$ cat src/srp_pkg.sv
// Shared constants for the system reset and power control block.
// Assumes one 100 MHz system clock and a management host on MDIO.
`default_nettype none
package srp_pkg;

	// Management frame layout
	localparam logic [4:0]  DEV_ADDR      = 5'h1E;
	localparam logic [1:0]  OP_ADDR       = 2'h0;
	localparam logic [1:0]  OP_WRITE      = 2'h1;
	localparam logic [1:0]  OP_RD_INC     = 2'h2;
	localparam logic [1:0]  OP_READ       = 2'h3;
	localparam logic [5:0]  PREAMBLE_LEN  = 6'h20;
	localparam logic [5:0]  HDR_LAST      = 6'h0D;
	localparam logic [5:0]  XFER_LAST     = 6'h11;
	localparam logic [5:0]  RD_DATA_LAST  = 6'h10;

	// Register offsets
	localparam logic [15:0] OFS_FLAGS     = 16'h0010;
	localparam logic [15:0] OFS_MASK      = 16'h0020;
	localparam logic [15:0] OFS_SOFT_RST  = 16'h8810;
	localparam logic [15:0] OFS_PD_CTRL   = 16'h8812;
	localparam logic [15:0] OFS_PHY_RST   = 16'h8814;
	localparam logic [15:0] OFS_MAC_RST   = 16'h8815;
	localparam logic [15:0] OFS_STATUS    = 16'h8818;
	localparam logic [15:0] OFS_PMG_CTRL  = 16'h8819;
	localparam logic [15:0] OFS_DIAG_CLK  = 16'h882C;

	// Field positions
	localparam int BIT_SW_IRQ  = 15;
	localparam int BIT_HW_RST  = 12;
	localparam int BIT_CTRL    = 0;
	localparam int BIT_PD_RDY  = 1;
	localparam int BIT_SYS_RDY = 0;

	// Reset values
	localparam logic [15:0] RST_MASK      = 16'h1FFE;
	localparam logic [15:0] RST_FLAGS     = 16'h1000;
	localparam logic [15:0] RST_DIAG      = 16'h0002;
	localparam logic        RST_CTRL_BIT  = 1'h0;

	// Timing
	localparam int CLK_PERIOD_NS  = 10;
	localparam int SOFT_RST_NS    = 1000;
	localparam int STARTUP_NS     = 2000;
	localparam int SUB_RST_NS     = 500;
	localparam int PD_SETTLE_NS   = 200;
	localparam int SOFT_RST_CYC   =
		(SOFT_RST_NS + CLK_PERIOD_NS - 1) / CLK_PERIOD_NS;
	localparam int STARTUP_CYC    =
		(STARTUP_NS + CLK_PERIOD_NS - 1) / CLK_PERIOD_NS;
	localparam int SUB_RST_CYC    =
		(SUB_RST_NS + CLK_PERIOD_NS - 1) / CLK_PERIOD_NS;
	localparam int PD_SETTLE_CYC  =
		(PD_SETTLE_NS + CLK_PERIOD_NS - 1) / CLK_PERIOD_NS;

	// Serial slave states
	typedef enum logic [1:0] {
		ST_PRE  = 2'b00,
		ST_HDR  = 2'b01,
		ST_XFER = 2'b10
	} srp_mdio_state_t;

endpackage : srp_pkg
`default_nettype wire

$ cat src/srp_pulse_seq.sv
// Timed sequence: busy for LEN cycles after a start, then a done pulse.
// Assumes start is a one-cycle pulse from logic on sys_clk.
`timescale 1ns/100ps
`default_nettype none
module srp_pulse_seq
	import srp_pkg::*;
#(
	parameter int LEN = 1
)(
	// Clock and reset
	input  wire logic sys_clk,
	input  wire logic rstn,
	// Sequence control
	input  wire logic start,
	output var  logic busy_r,
	output var  logic done_r
);

	localparam logic [15:0] LAST = 16'(LEN - 1);

	logic [15:0] cnt_r;

	// Starts while busy are ignored, so one sequence never stretches
	always_ff @(posedge sys_clk or negedge rstn)
	begin
		if (!rstn)
		begin
			busy_r <= 1'b0;
			done_r <= 1'b0;
			cnt_r  <= 16'h0000;
		end
		else
		begin
			done_r <= 1'b0;
			if (!busy_r)
			begin
				busy_r <= start;
				cnt_r  <= 16'h0000;
			end
			else if (cnt_r == LAST)
			begin
				busy_r <= 1'b0;
				done_r <= 1'b1;
			end
			else
				cnt_r <= cnt_r + 16'h0001;
		end
	end

endmodule : srp_pulse_seq
`default_nettype wire

$ cat src/srp_mdio_slave.sv
// Clause 45 style management serial slave, oversampled on sys_clk.
// Assumes the management clock is far slower than sys_clk.
`timescale 1ns/100ps
`default_nettype none
module srp_mdio_slave
	import srp_pkg::*;
#(
	parameter logic [4:0] PORT_ADDR = 5'h00
)(
	// Clock and reset
	input  wire logic        sys_clk,
	input  wire logic        rstn,
	// Management pins
	input  wire logic        mdc,
	input  wire logic        mdio_in,
	output var  logic        mdio_out_r,
	output var  logic        mdio_oe_r,
	// Register access
	output var  logic        rd_req_r,
	output var  logic        wr_req_r,
	output var  logic [15:0] reg_addr_r,
	output var  logic [15:0] wr_data_r,
	input  wire logic [15:0] rd_data
);

	srp_mdio_state_t state_r;
	logic [5:0]  cnt_r;
	logic [15:0] sh_r;
	logic [1:0]  op_r;
	logic        hit_r;
	logic        mdc_s1, mdc_s2, mdc_s3;
	logic        md_s1, md_s2;
	logic        edge_w;
	logic [13:0] hdr_w;

	// Data passes two flops, clock three for its edge; both lines share the same delay
	always_ff @(posedge sys_clk or negedge rstn)
	begin
		if (!rstn)
		begin
			{mdc_s1, mdc_s2, mdc_s3} <= 3'h0;
			{md_s1, md_s2}           <= 2'h0;
		end
		else
		begin
			{mdc_s1, mdc_s2, mdc_s3} <= {mdc, mdc_s1, mdc_s2};
			{md_s1, md_s2}           <= {mdio_in, md_s1};
		end
	end

	assign edge_w = mdc_s2 & ~mdc_s3;
	assign hdr_w  = {sh_r[12:0], md_s2};

	// Frame walker: preamble, header, turnaround and data
	always_ff @(posedge sys_clk or negedge rstn)
	begin
		if (!rstn)
		begin
			state_r    <= ST_PRE;
			cnt_r      <= 6'h00;
			sh_r       <= 16'h0000;
			op_r       <= OP_ADDR;
			hit_r      <= 1'b0;
			rd_req_r   <= 1'b0;
			wr_req_r   <= 1'b0;
			reg_addr_r <= 16'h0000;
			wr_data_r  <= 16'h0000;
			mdio_out_r <= 1'b0;
			mdio_oe_r  <= 1'b0;
		end
		else
		begin
			rd_req_r <= 1'b0;
			wr_req_r <= 1'b0;
			if (edge_w)
			begin
				case (state_r)
				ST_PRE:
					if (md_s2)
						cnt_r <= (cnt_r == PREAMBLE_LEN) ? cnt_r
							: cnt_r + 6'h01;
					else if (cnt_r == PREAMBLE_LEN)
					begin
						state_r <= ST_HDR;
						cnt_r   <= 6'h01;
						sh_r    <= 16'h0000;
					end
					else
						cnt_r <= 6'h00;
				ST_HDR:
				begin
					sh_r  <= {sh_r[14:0], md_s2};
					cnt_r <= cnt_r + 6'h01;
					if (cnt_r == HDR_LAST)
					begin
						op_r    <= hdr_w[11:10];
						hit_r   <= (hdr_w[13:12] == 2'h0) &&
							(hdr_w[9:5] == PORT_ADDR) &&
							(hdr_w[4:0] == DEV_ADDR);
						rd_req_r <= (hdr_w[13:12] == 2'h0) &&
							(hdr_w[9:5] == PORT_ADDR) &&
							(hdr_w[4:0] == DEV_ADDR) && hdr_w[11];
						state_r <= ST_XFER;
						cnt_r   <= 6'h00;
					end
				end
				ST_XFER:
				begin
					cnt_r <= cnt_r + 6'h01;
					// Reads drive 0 in the second turnaround bit
					if (hit_r && op_r[1])
					begin
						if (cnt_r == 6'h00)
						begin
							mdio_oe_r  <= 1'b1;
							mdio_out_r <= 1'b0;
							sh_r       <= rd_data;
						end
						else if (cnt_r <= RD_DATA_LAST)
						begin
							mdio_out_r <= sh_r[15];
							sh_r       <= {sh_r[14:0], 1'b0};
						end
					end
					else
						sh_r <= {sh_r[14:0], md_s2};
					if (cnt_r == XFER_LAST)
					begin
						state_r   <= ST_PRE;
						cnt_r     <= 6'h00;
						mdio_oe_r <= 1'b0;
						if (hit_r && op_r == OP_ADDR)
							reg_addr_r <= {sh_r[14:0], md_s2};
						if (hit_r && op_r == OP_WRITE)
						begin
							wr_req_r  <= 1'b1;
							wr_data_r <= {sh_r[14:0], md_s2};
						end
						if (hit_r && op_r == OP_RD_INC)
							reg_addr_r <= reg_addr_r + 16'h0001;
					end
				end
				default:
					state_r <= ST_PRE;
				endcase
			end
		end
	end

endmodule : srp_mdio_slave
`default_nettype wire

$ cat src/srp_ctrl.sv
// System reset, power-down and interrupt control, reached over MDIO.
// Assumes the downstream blocks honour the reset and power levels.
`timescale 1ns/100ps
`default_nettype none
module srp_ctrl
	import srp_pkg::*;
#(
	parameter logic [4:0] PORT_ADDR = 5'h00
)(
	// Clock and reset
	input  wire logic sys_clk,
	input  wire logic rstn,
	// Management pins
	input  wire logic mdc,
	input  wire logic mdio_in,
	output var  logic mdio_out,
	output var  logic mdio_oe,
	// Strap
	input  wire logic power_down_strap_pin,
	// Chip controls
	output var  logic chip_reset,
	output var  logic phy_subsystem_reset,
	output var  logic mac_interface_reset,
	output var  logic power_down,
	output var  logic force_boot_oscillator,
	output var  logic diagnostics_clock_enable,
	output var  logic irq_n
);

	localparam int SOFT_MAX = SOFT_RST_CYC + 2;
	localparam int SUB_MAX  = SUB_RST_CYC + 2;
	localparam int PD_MAX   = PD_SETTLE_CYC + 3;
	localparam logic [7:0] PD_LAST = 8'(PD_SETTLE_CYC - 1);

	logic        rd_req, wr_req;
	logic [15:0] reg_addr, wr_data;
	logic [15:0] rd_data_r;
	logic        strap_s1, strap_s2;
	logic        por_r;
	logic [1:0]  init_cnt_r;
	logic        init_load;
	logic        soft_busy, soft_done, soft_start;
	logic        boot_busy, boot_done;
	logic        phy_start, mac_start;
	logic        hw_en_r;
	logic [11:0] mask_low_r;
	logic        flag_sw_r, flag_hw_r;
	logic        pd_bit_r, pd_reached_r;
	logic [7:0]  pd_cnt_r;
	logic        sys_ready_r;
	logic        irq_n_r;
	logic        wr_mask, wr_pd, wr_pmg, wr_diag, rd_flags;

	// Address match used by every write and the clear-on-read
	function automatic logic at(input logic req, input logic [15:0] a,
		input logic [15:0] ofs);
		at = req && (a == ofs);
	endfunction : at

	assign wr_mask    = at(wr_req, reg_addr, OFS_MASK);
	assign wr_pd      = at(wr_req, reg_addr, OFS_PD_CTRL);
	assign wr_pmg     = at(wr_req, reg_addr, OFS_PMG_CTRL);
	assign wr_diag    = at(wr_req, reg_addr, OFS_DIAG_CLK);
	assign rd_flags   = at(rd_req, reg_addr, OFS_FLAGS);
	assign soft_start = at(wr_req, reg_addr, OFS_SOFT_RST) &&
		wr_data[BIT_CTRL] && !soft_busy;
	assign phy_start  = at(wr_req, reg_addr, OFS_PHY_RST) &&
		wr_data[BIT_CTRL];
	assign mac_start  = at(wr_req, reg_addr, OFS_MAC_RST) &&
		wr_data[BIT_CTRL];
	assign init_load  = (init_cnt_r == 2'h2);

	// Serial slave; never reset by soft reset so a frame is not cut
	srp_mdio_slave #(
		.PORT_ADDR (PORT_ADDR)
	) u_mdio (
		.sys_clk    (sys_clk),
		.rstn       (rstn),
		.mdc        (mdc),
		.mdio_in    (mdio_in),
		.mdio_out_r (mdio_out),
		.mdio_oe_r  (mdio_oe),
		.rd_req_r   (rd_req),
		.wr_req_r   (wr_req),
		.reg_addr_r (reg_addr),
		.wr_data_r  (wr_data),
		.rd_data    (rd_data_r)
	);

	// Timed reset sequences
	srp_pulse_seq #(.LEN(SOFT_RST_CYC)) u_soft (
		.sys_clk (sys_clk),
		.rstn    (rstn),
		.start   (soft_start),
		.busy_r  (chip_reset),
		.done_r  (soft_done)
	);
	srp_pulse_seq #(.LEN(STARTUP_CYC)) u_boot (
		.sys_clk (sys_clk),
		.rstn    (rstn),
		.start   (por_r | soft_done),
		.busy_r  (boot_busy),
		.done_r  (boot_done)
	);
	srp_pulse_seq #(.LEN(SUB_RST_CYC)) u_phy (
		.sys_clk (sys_clk),
		.rstn    (rstn),
		.start   (phy_start),
		.busy_r  (phy_subsystem_reset),
		.done_r  ()
	);
	srp_pulse_seq #(.LEN(SUB_RST_CYC)) u_mac (
		.sys_clk (sys_clk),
		.rstn    (rstn),
		.start   (mac_start),
		.busy_r  (mac_interface_reset),
		.done_r  ()
	);

	assign soft_busy = chip_reset;

	// Strap synchroniser and power-on start pulse
	always_ff @(posedge sys_clk or negedge rstn)
	begin
		if (!rstn)
		begin
			strap_s1 <= 1'b0;
			strap_s2 <= 1'b0;
			por_r    <= 1'b1;
		end
		else
		begin
			strap_s1 <= power_down_strap_pin;
			strap_s2 <= strap_s1;
			por_r    <= 1'b0;
		end
	end

	// Strap is taken once the synchroniser holds a settled value
	always_ff @(posedge sys_clk or negedge rstn)
	begin
		if (!rstn)
			init_cnt_r <= 2'h0;
		else if (soft_done)
			init_cnt_r <= 2'h0;
		else if (init_cnt_r != 2'h3)
			init_cnt_r <= init_cnt_r + 2'h1;
	end

	// Power-down bit; soft reset reloads it from the strap
	always_ff @(posedge sys_clk or negedge rstn)
	begin
		if (!rstn)
			pd_bit_r <= RST_CTRL_BIT;
		else if (init_load)
			pd_bit_r <= strap_s2;
		else if (wr_pd)
			pd_bit_r <= wr_data[BIT_CTRL];
	end

	// Reached flag waits for the shutdown to settle
	always_ff @(posedge sys_clk or negedge rstn)
	begin
		if (!rstn)
		begin
			pd_cnt_r     <= 8'h00;
			pd_reached_r <= 1'b0;
		end
		else if (!pd_bit_r)
		begin
			pd_cnt_r     <= 8'h00;
			pd_reached_r <= 1'b0;
		end
		else if (pd_cnt_r == PD_LAST)
			pd_reached_r <= 1'b1;
		else
			pd_cnt_r <= pd_cnt_r + 8'h01;
	end

	// Mask register and plain controls, all reinitialized by soft reset
	always_ff @(posedge sys_clk or negedge rstn)
	begin
		if (!rstn)
		begin
			hw_en_r    <= RST_MASK[BIT_HW_RST];
			mask_low_r <= RST_MASK[11:0];
			force_boot_oscillator    <= RST_CTRL_BIT;
			diagnostics_clock_enable <= RST_DIAG[BIT_CTRL];
		end
		else if (soft_done)
		begin
			hw_en_r    <= RST_MASK[BIT_HW_RST];
			mask_low_r <= RST_MASK[11:0];
			force_boot_oscillator    <= RST_CTRL_BIT;
			diagnostics_clock_enable <= RST_DIAG[BIT_CTRL];
		end
		else
		begin
			if (wr_mask)
			begin
				hw_en_r    <= wr_data[BIT_HW_RST];
				mask_low_r <= wr_data[11:0];
			end
			if (wr_pmg)
				force_boot_oscillator <= wr_data[BIT_CTRL];
			if (wr_diag)
				diagnostics_clock_enable <= wr_data[BIT_CTRL];
		end
	end

	// Event flags; a set in the clearing cycle wins over the read clear
	always_ff @(posedge sys_clk or negedge rstn)
	begin
		if (!rstn)
		begin
			flag_sw_r <= RST_FLAGS[BIT_SW_IRQ];
			flag_hw_r <= RST_FLAGS[BIT_HW_RST];
		end
		else
		begin
			if (wr_mask && wr_data[BIT_SW_IRQ])
				flag_sw_r <= 1'b1;
			else if (rd_flags)
				flag_sw_r <= 1'b0;
			if (rd_flags)
				flag_hw_r <= 1'b0;
		end
	end

	// Ready drops at a soft reset and returns after start-up
	always_ff @(posedge sys_clk or negedge rstn)
	begin
		if (!rstn)
			sys_ready_r <= 1'b0;
		else if (soft_start)
			sys_ready_r <= 1'b0;
		else if (boot_done)
			sys_ready_r <= 1'b1;
	end

	// Software requests always reach the pin; reset event needs its enable
	always_ff @(posedge sys_clk or negedge rstn)
	begin
		if (!rstn)
			irq_n_r <= 1'b1;
		else
			irq_n_r <= !(flag_sw_r || (flag_hw_r && hw_en_r));
	end

	assign irq_n      = irq_n_r;
	assign power_down = pd_bit_r;

	// Read data is latched at the header so clear-on-read cannot race it
	always_ff @(posedge sys_clk or negedge rstn)
	begin
		if (!rstn)
			rd_data_r <= 16'h0000;
		else if (rd_req)
		begin
			case (reg_addr)
			OFS_FLAGS:    rd_data_r <= {flag_sw_r, 2'h0, flag_hw_r, 12'h000};
			OFS_MASK:     rd_data_r <= {3'h0, hw_en_r, mask_low_r};
			OFS_SOFT_RST: rd_data_r <= {15'h0000, soft_busy};
			OFS_PD_CTRL:  rd_data_r <= {15'h0000, pd_bit_r};
			OFS_PHY_RST:  rd_data_r <= {15'h0000, phy_subsystem_reset};
			OFS_MAC_RST:  rd_data_r <= {15'h0000, mac_interface_reset};
			OFS_STATUS:   rd_data_r <= {14'h0000, pd_reached_r, sys_ready_r};
			OFS_PMG_CTRL: rd_data_r <= {15'h0000, force_boot_oscillator};
			OFS_DIAG_CLK: rd_data_r <= RST_DIAG & 16'hFFFE |
				{15'h0000, diagnostics_clock_enable};
			default:      rd_data_r <= 16'h0000;
			endcase
		end
	end
endmodule : srp_ctrl
`default_nettype wire

$ cat config.mk
export PLATFORM = sky130hd
export DESIGN_NAME = srp_ctrl
export DESIGN_NICKNAME = d
export VERILOG_FILES = /design/src/srp_pkg.sv /design/src/srp_pulse_seq.sv /design/src/srp_mdio_slave.sv /design/src/srp_ctrl.sv
export SDC_FILE = /design/constraint.sdc
export NUM_CORES = 1
export LEC_CHECK = 0
export CORE_UTILIZATION = 45
export CTS_CLUSTER_SIZE = 16
export DETAILED_ROUTE_END_ITERATION = 10
export DONT_BUFFER_PORTS = 1
export GPL_ROUTABILITY_DRIVEN = 0
export PLACE_DENSITY = 0.62
export RECOVER_POWER = 50
export SYNTH_ARGS = -nofsm -noshare
export SYNTH_HDL_FRONTEND = slang
export SYNTH_SLANG_ARGS = --single-unit
$ cat constraint.sdc
create_clock -name sys_clk -period 5.3 [get_ports sys_clk]
set_clock_uncertainty 0.1 [all_clocks]
set_input_delay 1.06 -clock sys_clk [delete_from_list [all_inputs] [get_ports sys_clk]]
set_output_delay 1.06 -clock sys_clk [all_outputs]
set_load 0.02 [all_outputs]
After elaboration in Yosys (flattened, before gate mapping)
Index checks and enable logic that the tools add are counted.
{ "totals": {"reg_bits": 188, "input_bits": 5} }
{ "classes": {"add_sub_neg": 8, "magnitude_cmp": 1, "n_eq_ne": 36, "muxes": 72, "bitwise_logic": 3, "reduce_logical": 49} }
{ "op_table": {"columns": ["operator", "n"], "rows": [
  ["16-bit 2-to-1 mux", 15],
  ["16-bit one-hot mux with 9 select lines", 1],
  ["16-bit == test (second input constant)", 7],
  ["16-bit by 1-bit adder with 16-bit output (second input constant)", 5],
  ["16-bit by 6-bit == test with 1-bit output (second input constant)", 3],
  ["16-bit one-hot mux with 3 select lines", 1],
  ["1-bit 2-to-1 mux", 39],
  ["12-bit 2-to-1 mux", 2],
  ["6-bit 2-to-1 mux", 4],
  ["2-bit nonzero test", 11],
  ["1-bit logical AND", 21],
  ["6-bit one-hot mux with 3 select lines", 1],
  ["16-bit by 5-bit == test with 1-bit output (second input constant)", 1],
  ["16-bit by 7-bit == test with 1-bit output (second input constant)", 1],
  ["16-bit by 8-bit == test with 1-bit output (second input constant)", 1],
  ["8-bit 2-to-1 mux", 2],
  ["4-bit AND reduction", 4],
  ["2-bit != test (second input constant)", 7],
  ["2-bit 2-to-1 mux", 6],
  ["5-bit AND reduction", 2],
  ["8-bit by 1-bit adder with 8-bit output (second input constant)", 1],
  ["8-bit by 5-bit == test with 1-bit output (second input constant)", 1],
  ["2-bit by 1-bit != test with 1-bit output (second input constant)", 4],
  ["6-bit by 1-bit adder with 6-bit output (second input constant)", 1],
  ["other kinds (21)", 28]
]} }

Longest topological paths before layout
{ "depth": {"word_depth": 7, "ltp_mapped": 9} }

Modules after synthesis
Synthesis repeated with hierarchy kept, for this count alone.
{ "hier_totals": {"hier_cells": 987, "area_unflattened_um2": 9734.3} }
{ "modules_own_cells": {"columns": ["module", "n_inst", "cells_per_inst", "area_per_inst_um2", "seq_area_each_um2"], "rows": [
  ["srp_mdio_slave", 1, 365, 3637.2, 1701.6],
  ["srp_ctrl", 1, 245, 2378.5, 1219.9],
  ["srp_pulse_seq at u_mac ...", 2, 92, 925.9, 450.4],
  ["srp_pulse_seq at u_soft", 1, 102, 973.4, 450.4],
  ["srp_pulse_seq at u_boot", 1, 91, 893.4, 450.4]
]} }

Worst setup path before layout
No wires, ideal clock.
{ "synth_path": {"path_type": "reg-to-reg", "from": "register u_mdio.cnt_r[1]", "to": "register u_mdio.wr_data_r[5]", "setup_ns": 0.125, "arrival_ns": 1.835, "required_ns": 5.075, "path_slack_ns": 3.240, "path_stages_with_launch": 8, "n_path_buf": 1, "period_less_slack_ns": 2.060, "cell_sequence": "dfrtp_1 > inv_1 > ha_1 > nor2b_1 > nand3_1 > nor4_4 > buf_6 > mux2_2"} }
{ "synth_via": {"elab_chain_cells": 2} }
{ "synth_rtl": {"columns": ["item", "line_no", "text"], "rows": [
  ["start: declaration", "srp_mdio_slave.sv:27", "logic [5:0] cnt_r;"],
  ["start signal: assignment", "srp_mdio_slave.sv:80", "cnt_r <= (cnt_r == PREAMBLE_LEN) ? cnt_r"],
  ["start signal: assignment", "srp_mdio_slave.sv:93", "cnt_r <= cnt_r + 6'h01;"],
  ["start signal: assignment", "srp_mdio_slave.sv:109", "cnt_r <= cnt_r + 6'h01;"],
  ["6-bit by 5-bit == test with 1-bit output", "srp_mdio_slave.sv:127", "if (cnt_r == XFER_LAST)"],
  ["4-bit AND reduction (no line)", null, null],
  ["end signal: assignment", "srp_mdio_slave.sv:137", "wr_data_r <= {sh_r[14:0], md_s2};"],
  ["end: declaration", "srp_mdio_slave.sv:22", "output var logic [15:0] wr_data_r,"]
]} }
No other way between the ends.
A chain may end at the register's enable or synchronous reset.

Final worst setup path
{ "layout_path": {"from": "register u_mdio.reg_addr_r[0]", "to": "register rd_data_r[0]"} }
{ "layout_via": {"elab_chain_cells": 2} }
{ "layout_rtl": {"columns": ["item", "line_no", "text"], "rows": [
  ["start: declaration", "srp_mdio_slave.sv:21", "output var logic [15:0] reg_addr_r,"],
  ["start signal: assignment", "srp_mdio_slave.sv:133", "reg_addr_r <= {sh_r[14:0], md_s2};"],
  ["start signal: assignment", "srp_mdio_slave.sv:140", "reg_addr_r <= reg_addr_r + 16'h0001;"],
  ["16-bit == test, or another cell as far along", "srp_ctrl.sv:260", "case (reg_addr)"],
  ["16-bit one-hot mux with 9 select lines *", "srp_ctrl.sv:260", null],
  ["end signal: assignment", "srp_ctrl.sv:261", "OFS_FLAGS: rd_data_r <= {flag_sw_r, 2'h0, flag_hw_r, 12'h000};"],
  ["end signal: assignment", "srp_ctrl.sv:262", "OFS_MASK: rd_data_r <= {3'h0, hw_en_r, mask_low_r};"],
  ["end signal: assignment", "srp_ctrl.sv:263", "OFS_SOFT_RST: rd_data_r <= {15'h0000, soft_busy};"],
  ["end: declaration", "srp_ctrl.sv:37", "logic [15:0] rd_data_r;"]
]} }
Every way passes the cells marked *; elsewhere a longest branch is shown, timed or not.

==> flow_summary.toml <==
[run_status]
status = "complete, no violations"

[floorplan]
rows = 52
core_area_mm2 = 0.0202
die_h_um = 145
start_util_pct = 45.8
io_pins = 14
die_area_mm2 = 0.0211
die_w_um = 145

[cells_and_area]
final_common_cell = "dfrtp_1"
area_growth_syn_to_layout_pct = 7.79
drive_gt1_share_pct = 9.06
ff_latch_area_mm2 = 0.00462
fillers = 1860
final_nets = 919
multi_input_area_mm2 = 0.00428
layout_common_cells = "dfrtp_1, nand2_1, nand3_1"
diodes = 0
fin_area_mm2 = 0.00996

[power]
peakVddDrop_uv = 211
power.density_mw_per_mm2 = 283
cellLeakagePower_nw = 4.26

[global_routing]
grt_overflow = 0
track_usage_pct = 18.3
antenna_found_initial = 0
grt_start_max_net_pins = 185
grt_first_pass_wirelength_um = 31200
first_global_vias = 6127

[sta]
fmax_ghz = 0.378
fin_tns_setup_ns = 0
slew_headroom_pct = 25.0
slew_viol_final = 0
period_needed_ns = 2.64
rsz0062_at_grt = "no"
worst_pin_slew_ns = 1.12
fin_crit_sh_pct = 49.9
hold_viol = 0
setup_viol = 0

[clock_tree]
cts_inserted_buffers = 17
post_cts_buffers = 0
clk_pin_slew_ns = 0.07
cts_htree_levels = 4
hold_buffers = 0
cts.sinks = 184
tritoncts = "done"
clock_latency_ns = 0.44
cts.path.max_buffers = 2
cts_root_buffer = "clkbuf_16"
cts_resized = 0

[detailed_routing]
wl_um = 18100
ant_nets = 0
drt_iter0_markers = 368
drc = 0
avgViaCountPerCell = 5.45
wl_per_cell_um = 15.4
drt_pre_antenna_iters = 5
via_count = 6405

[synthesis]
ys_seq_elements = 184
ys.warnings.count = 0
synth_edf_count = 0
synth_seq_area_share_pct = 50.0
yosysUniqueCellTypes = 69
ys_async_sr_fraction_pct = 100
synthesis.nets = 931
syn_area_per_cell_um2 = 10.2
synthFlopType = "dfrtp_1"
netlist_area_mm2 = 0.00924
synth_cells = 904

[setup_path]
required_ns = 5.55
max_stage_delay_ns = 0.78
path_cells = "inv_1 -> ha_1 -> nor2b_1 -> nand4_2 -> nor2_1 -> a22oi_1 -> a31oi_1"
crit_fanout = 13
start_kind = "flop"
crit_type = "reg -> reg"
crit_buf_inv = 1
slowest_stage = "nor2_1"
cp_top_family = "simple AND/OR/NAND/NOR gates"
endpoint_kind = "flop"
worstPathArrival_ns = 2.90

[placed_design]
place.port_buffers = 0
placed_cell_area_mm2 = 0.00940
hpwl_um = 11700

[job]
max_cap_violations = 0

[worst_hold_path]
hp-class = "in -> async"
==> metal layers <==
metal | vias to the layer above | wire [µm] | GRT usage [%]
met5 | - | 0 | 0
met4 | 0 | 174 | 5.63
met3 | 14 | 477 | 3.65
met2 | 54 | 8450 | 28.8
met1 | 3160 | 8960 | 25.5
li1 | 3177 | - | -
==> logic make-up (layout without fill, tap and decap cells) <==
family | Yosys count | in the layout | synth area share (%)
fa+ha+maj | 22 | 22 | 2.98
compound gates | 177 | 177 | 12.9
other cells | 1 | 1 | 0.0406
mux | 27 | 27 | 3.16
xor+xnor | 51 | 51 | 4.83
buf+inv | 69 | 70 | 3.66
simple gates | 373 | 373 | 22.4
flops | 184 | 184 | 50.0
==> through the flow <==
step / cells / worst slack (ns) / total power [mW] / hold slack (ns) / utilization [%]
after floorplan: 904 / 3.24 / 1.60 / 0.231 / -
after global routing: 1175 / 2.38 / 2.94 / 0.197 / 49.4
after detailed placement: 1143 / 2.67 / 1.62 / 0.240 / 46.6
after CTS: 1175 / 2.62 / 2.85 / 0.197 / 49.4
after global placement: 1143 / 2.73 / 1.62 / 0.235 / 46.6
final: 1175 / 2.66 / 2.82 / 0.217 / 49.4
==> synth_stat cells (4+ instances only) <==
master / instances / share of area [%]
nor2b_1: 26 / 1.8
inv_1: 34 / 1.4
nand2b_1: 7 / 0.47
clkbuf_1: 12 / 0.49
and3_1: 12 / 0.81
nand3b_1: 4 / 0.33
a22oi_1: 17 / 1.4
ha_1: 22 / 3.0
buf_2: 10 / 0.54
nand3_1: 54 / 2.9
o21ai_0: 39 / 2.1
mux2i_1: 10 / 1.1
o22ai_1: 10 / 0.68
and2_1: 37 / 2.5
a21boi_0: 15 / 1.2
xnor2_1: 30 / 2.8
or3_1: 15 / 1.0
mux2_1: 8 / 0.98
a21oi_1: 36 / 2.0
nand4_1: 22 / 1.5
dfrtp_1: 169 / 46
o21ai_1: 13 / 0.70
nor3_1: 21 / 1.1
o21ai_2: 5 / 0.47
a211o_1: 15 / 1.4
nand2_1: 90 / 3.7
nor2_1: 45 / 1.8
dfstp_2: 15 / 4.3
xor2_1: 21 / 2.0
and4_1: 4 / 0.38
nor4_1: 13 / 0.88
buf_6: 6 / 0.73
mux2_2: 9 / 1.1
==> where the power goes <==
part | internal (mW) | switching (mW) | total [mW]
combinational | 0.0526 | 0.0555 | 0.108
clock | 0.663 | 0.555 | 1.22
sequential | 1.44 | 0.0483 | 1.49
total | 2.16 | 0.659 | 2.82
==> path summary, 6_finish.rpt <==
path / start / end / slack (ns) / cells after the start
setup / recovery: u_mdio.reg_addr_r[0] / rd_data_r[0] / 2.66 / 7
setup reg to reg: u_mdio.reg_addr_r[0] / rd_data_r[0] / 2.66 / 7
hold reg to reg: strap_s1 / strap_s2 / 0.26 / 0
max in group asynchronous: rstn / mask_low_r[11] / 4.59 / 0
min in group sys_clk: strap_s1 / strap_s2 / 0.26 / 0
hold / removal: rstn / u_soft.cnt_r[9] / 0.22 / 0
==> area by class of cell <==
| cell class | count | share of cell area, % |
|---|---|---|
| repair buffers | 3 | 0.226 |
| clock buffers | 19 | 4.45 |
| multi-input cells | 651 | 43.0 |
| flip-flops and latches | 184 | 46.4 |
| inverters | 35 | 1.32 |
| well taps | 270 | 3.39 |
| clock inverters | 13 | 1.21 |
==> state kept, by name, summed over array words and instances (netlist names), 2 cells and up <==
name	count
u_mdio.reg_addr_r	16
u_mdio.sh_r	16
pd_cnt_r	8
u_mdio.op_r	2
rd_data_r	14
u_soft.cnt_r	16
u_mdio.wr_data_r	14
u_boot.cnt_r	16
u_mdio.cnt_r	6
u_phy.cnt_r	16
u_mac.cnt_r	16
mask_low_r	12
init_cnt_r	2
u_mdio.state_r	2
No activity file was read; power rests on OpenSTA's default activity.
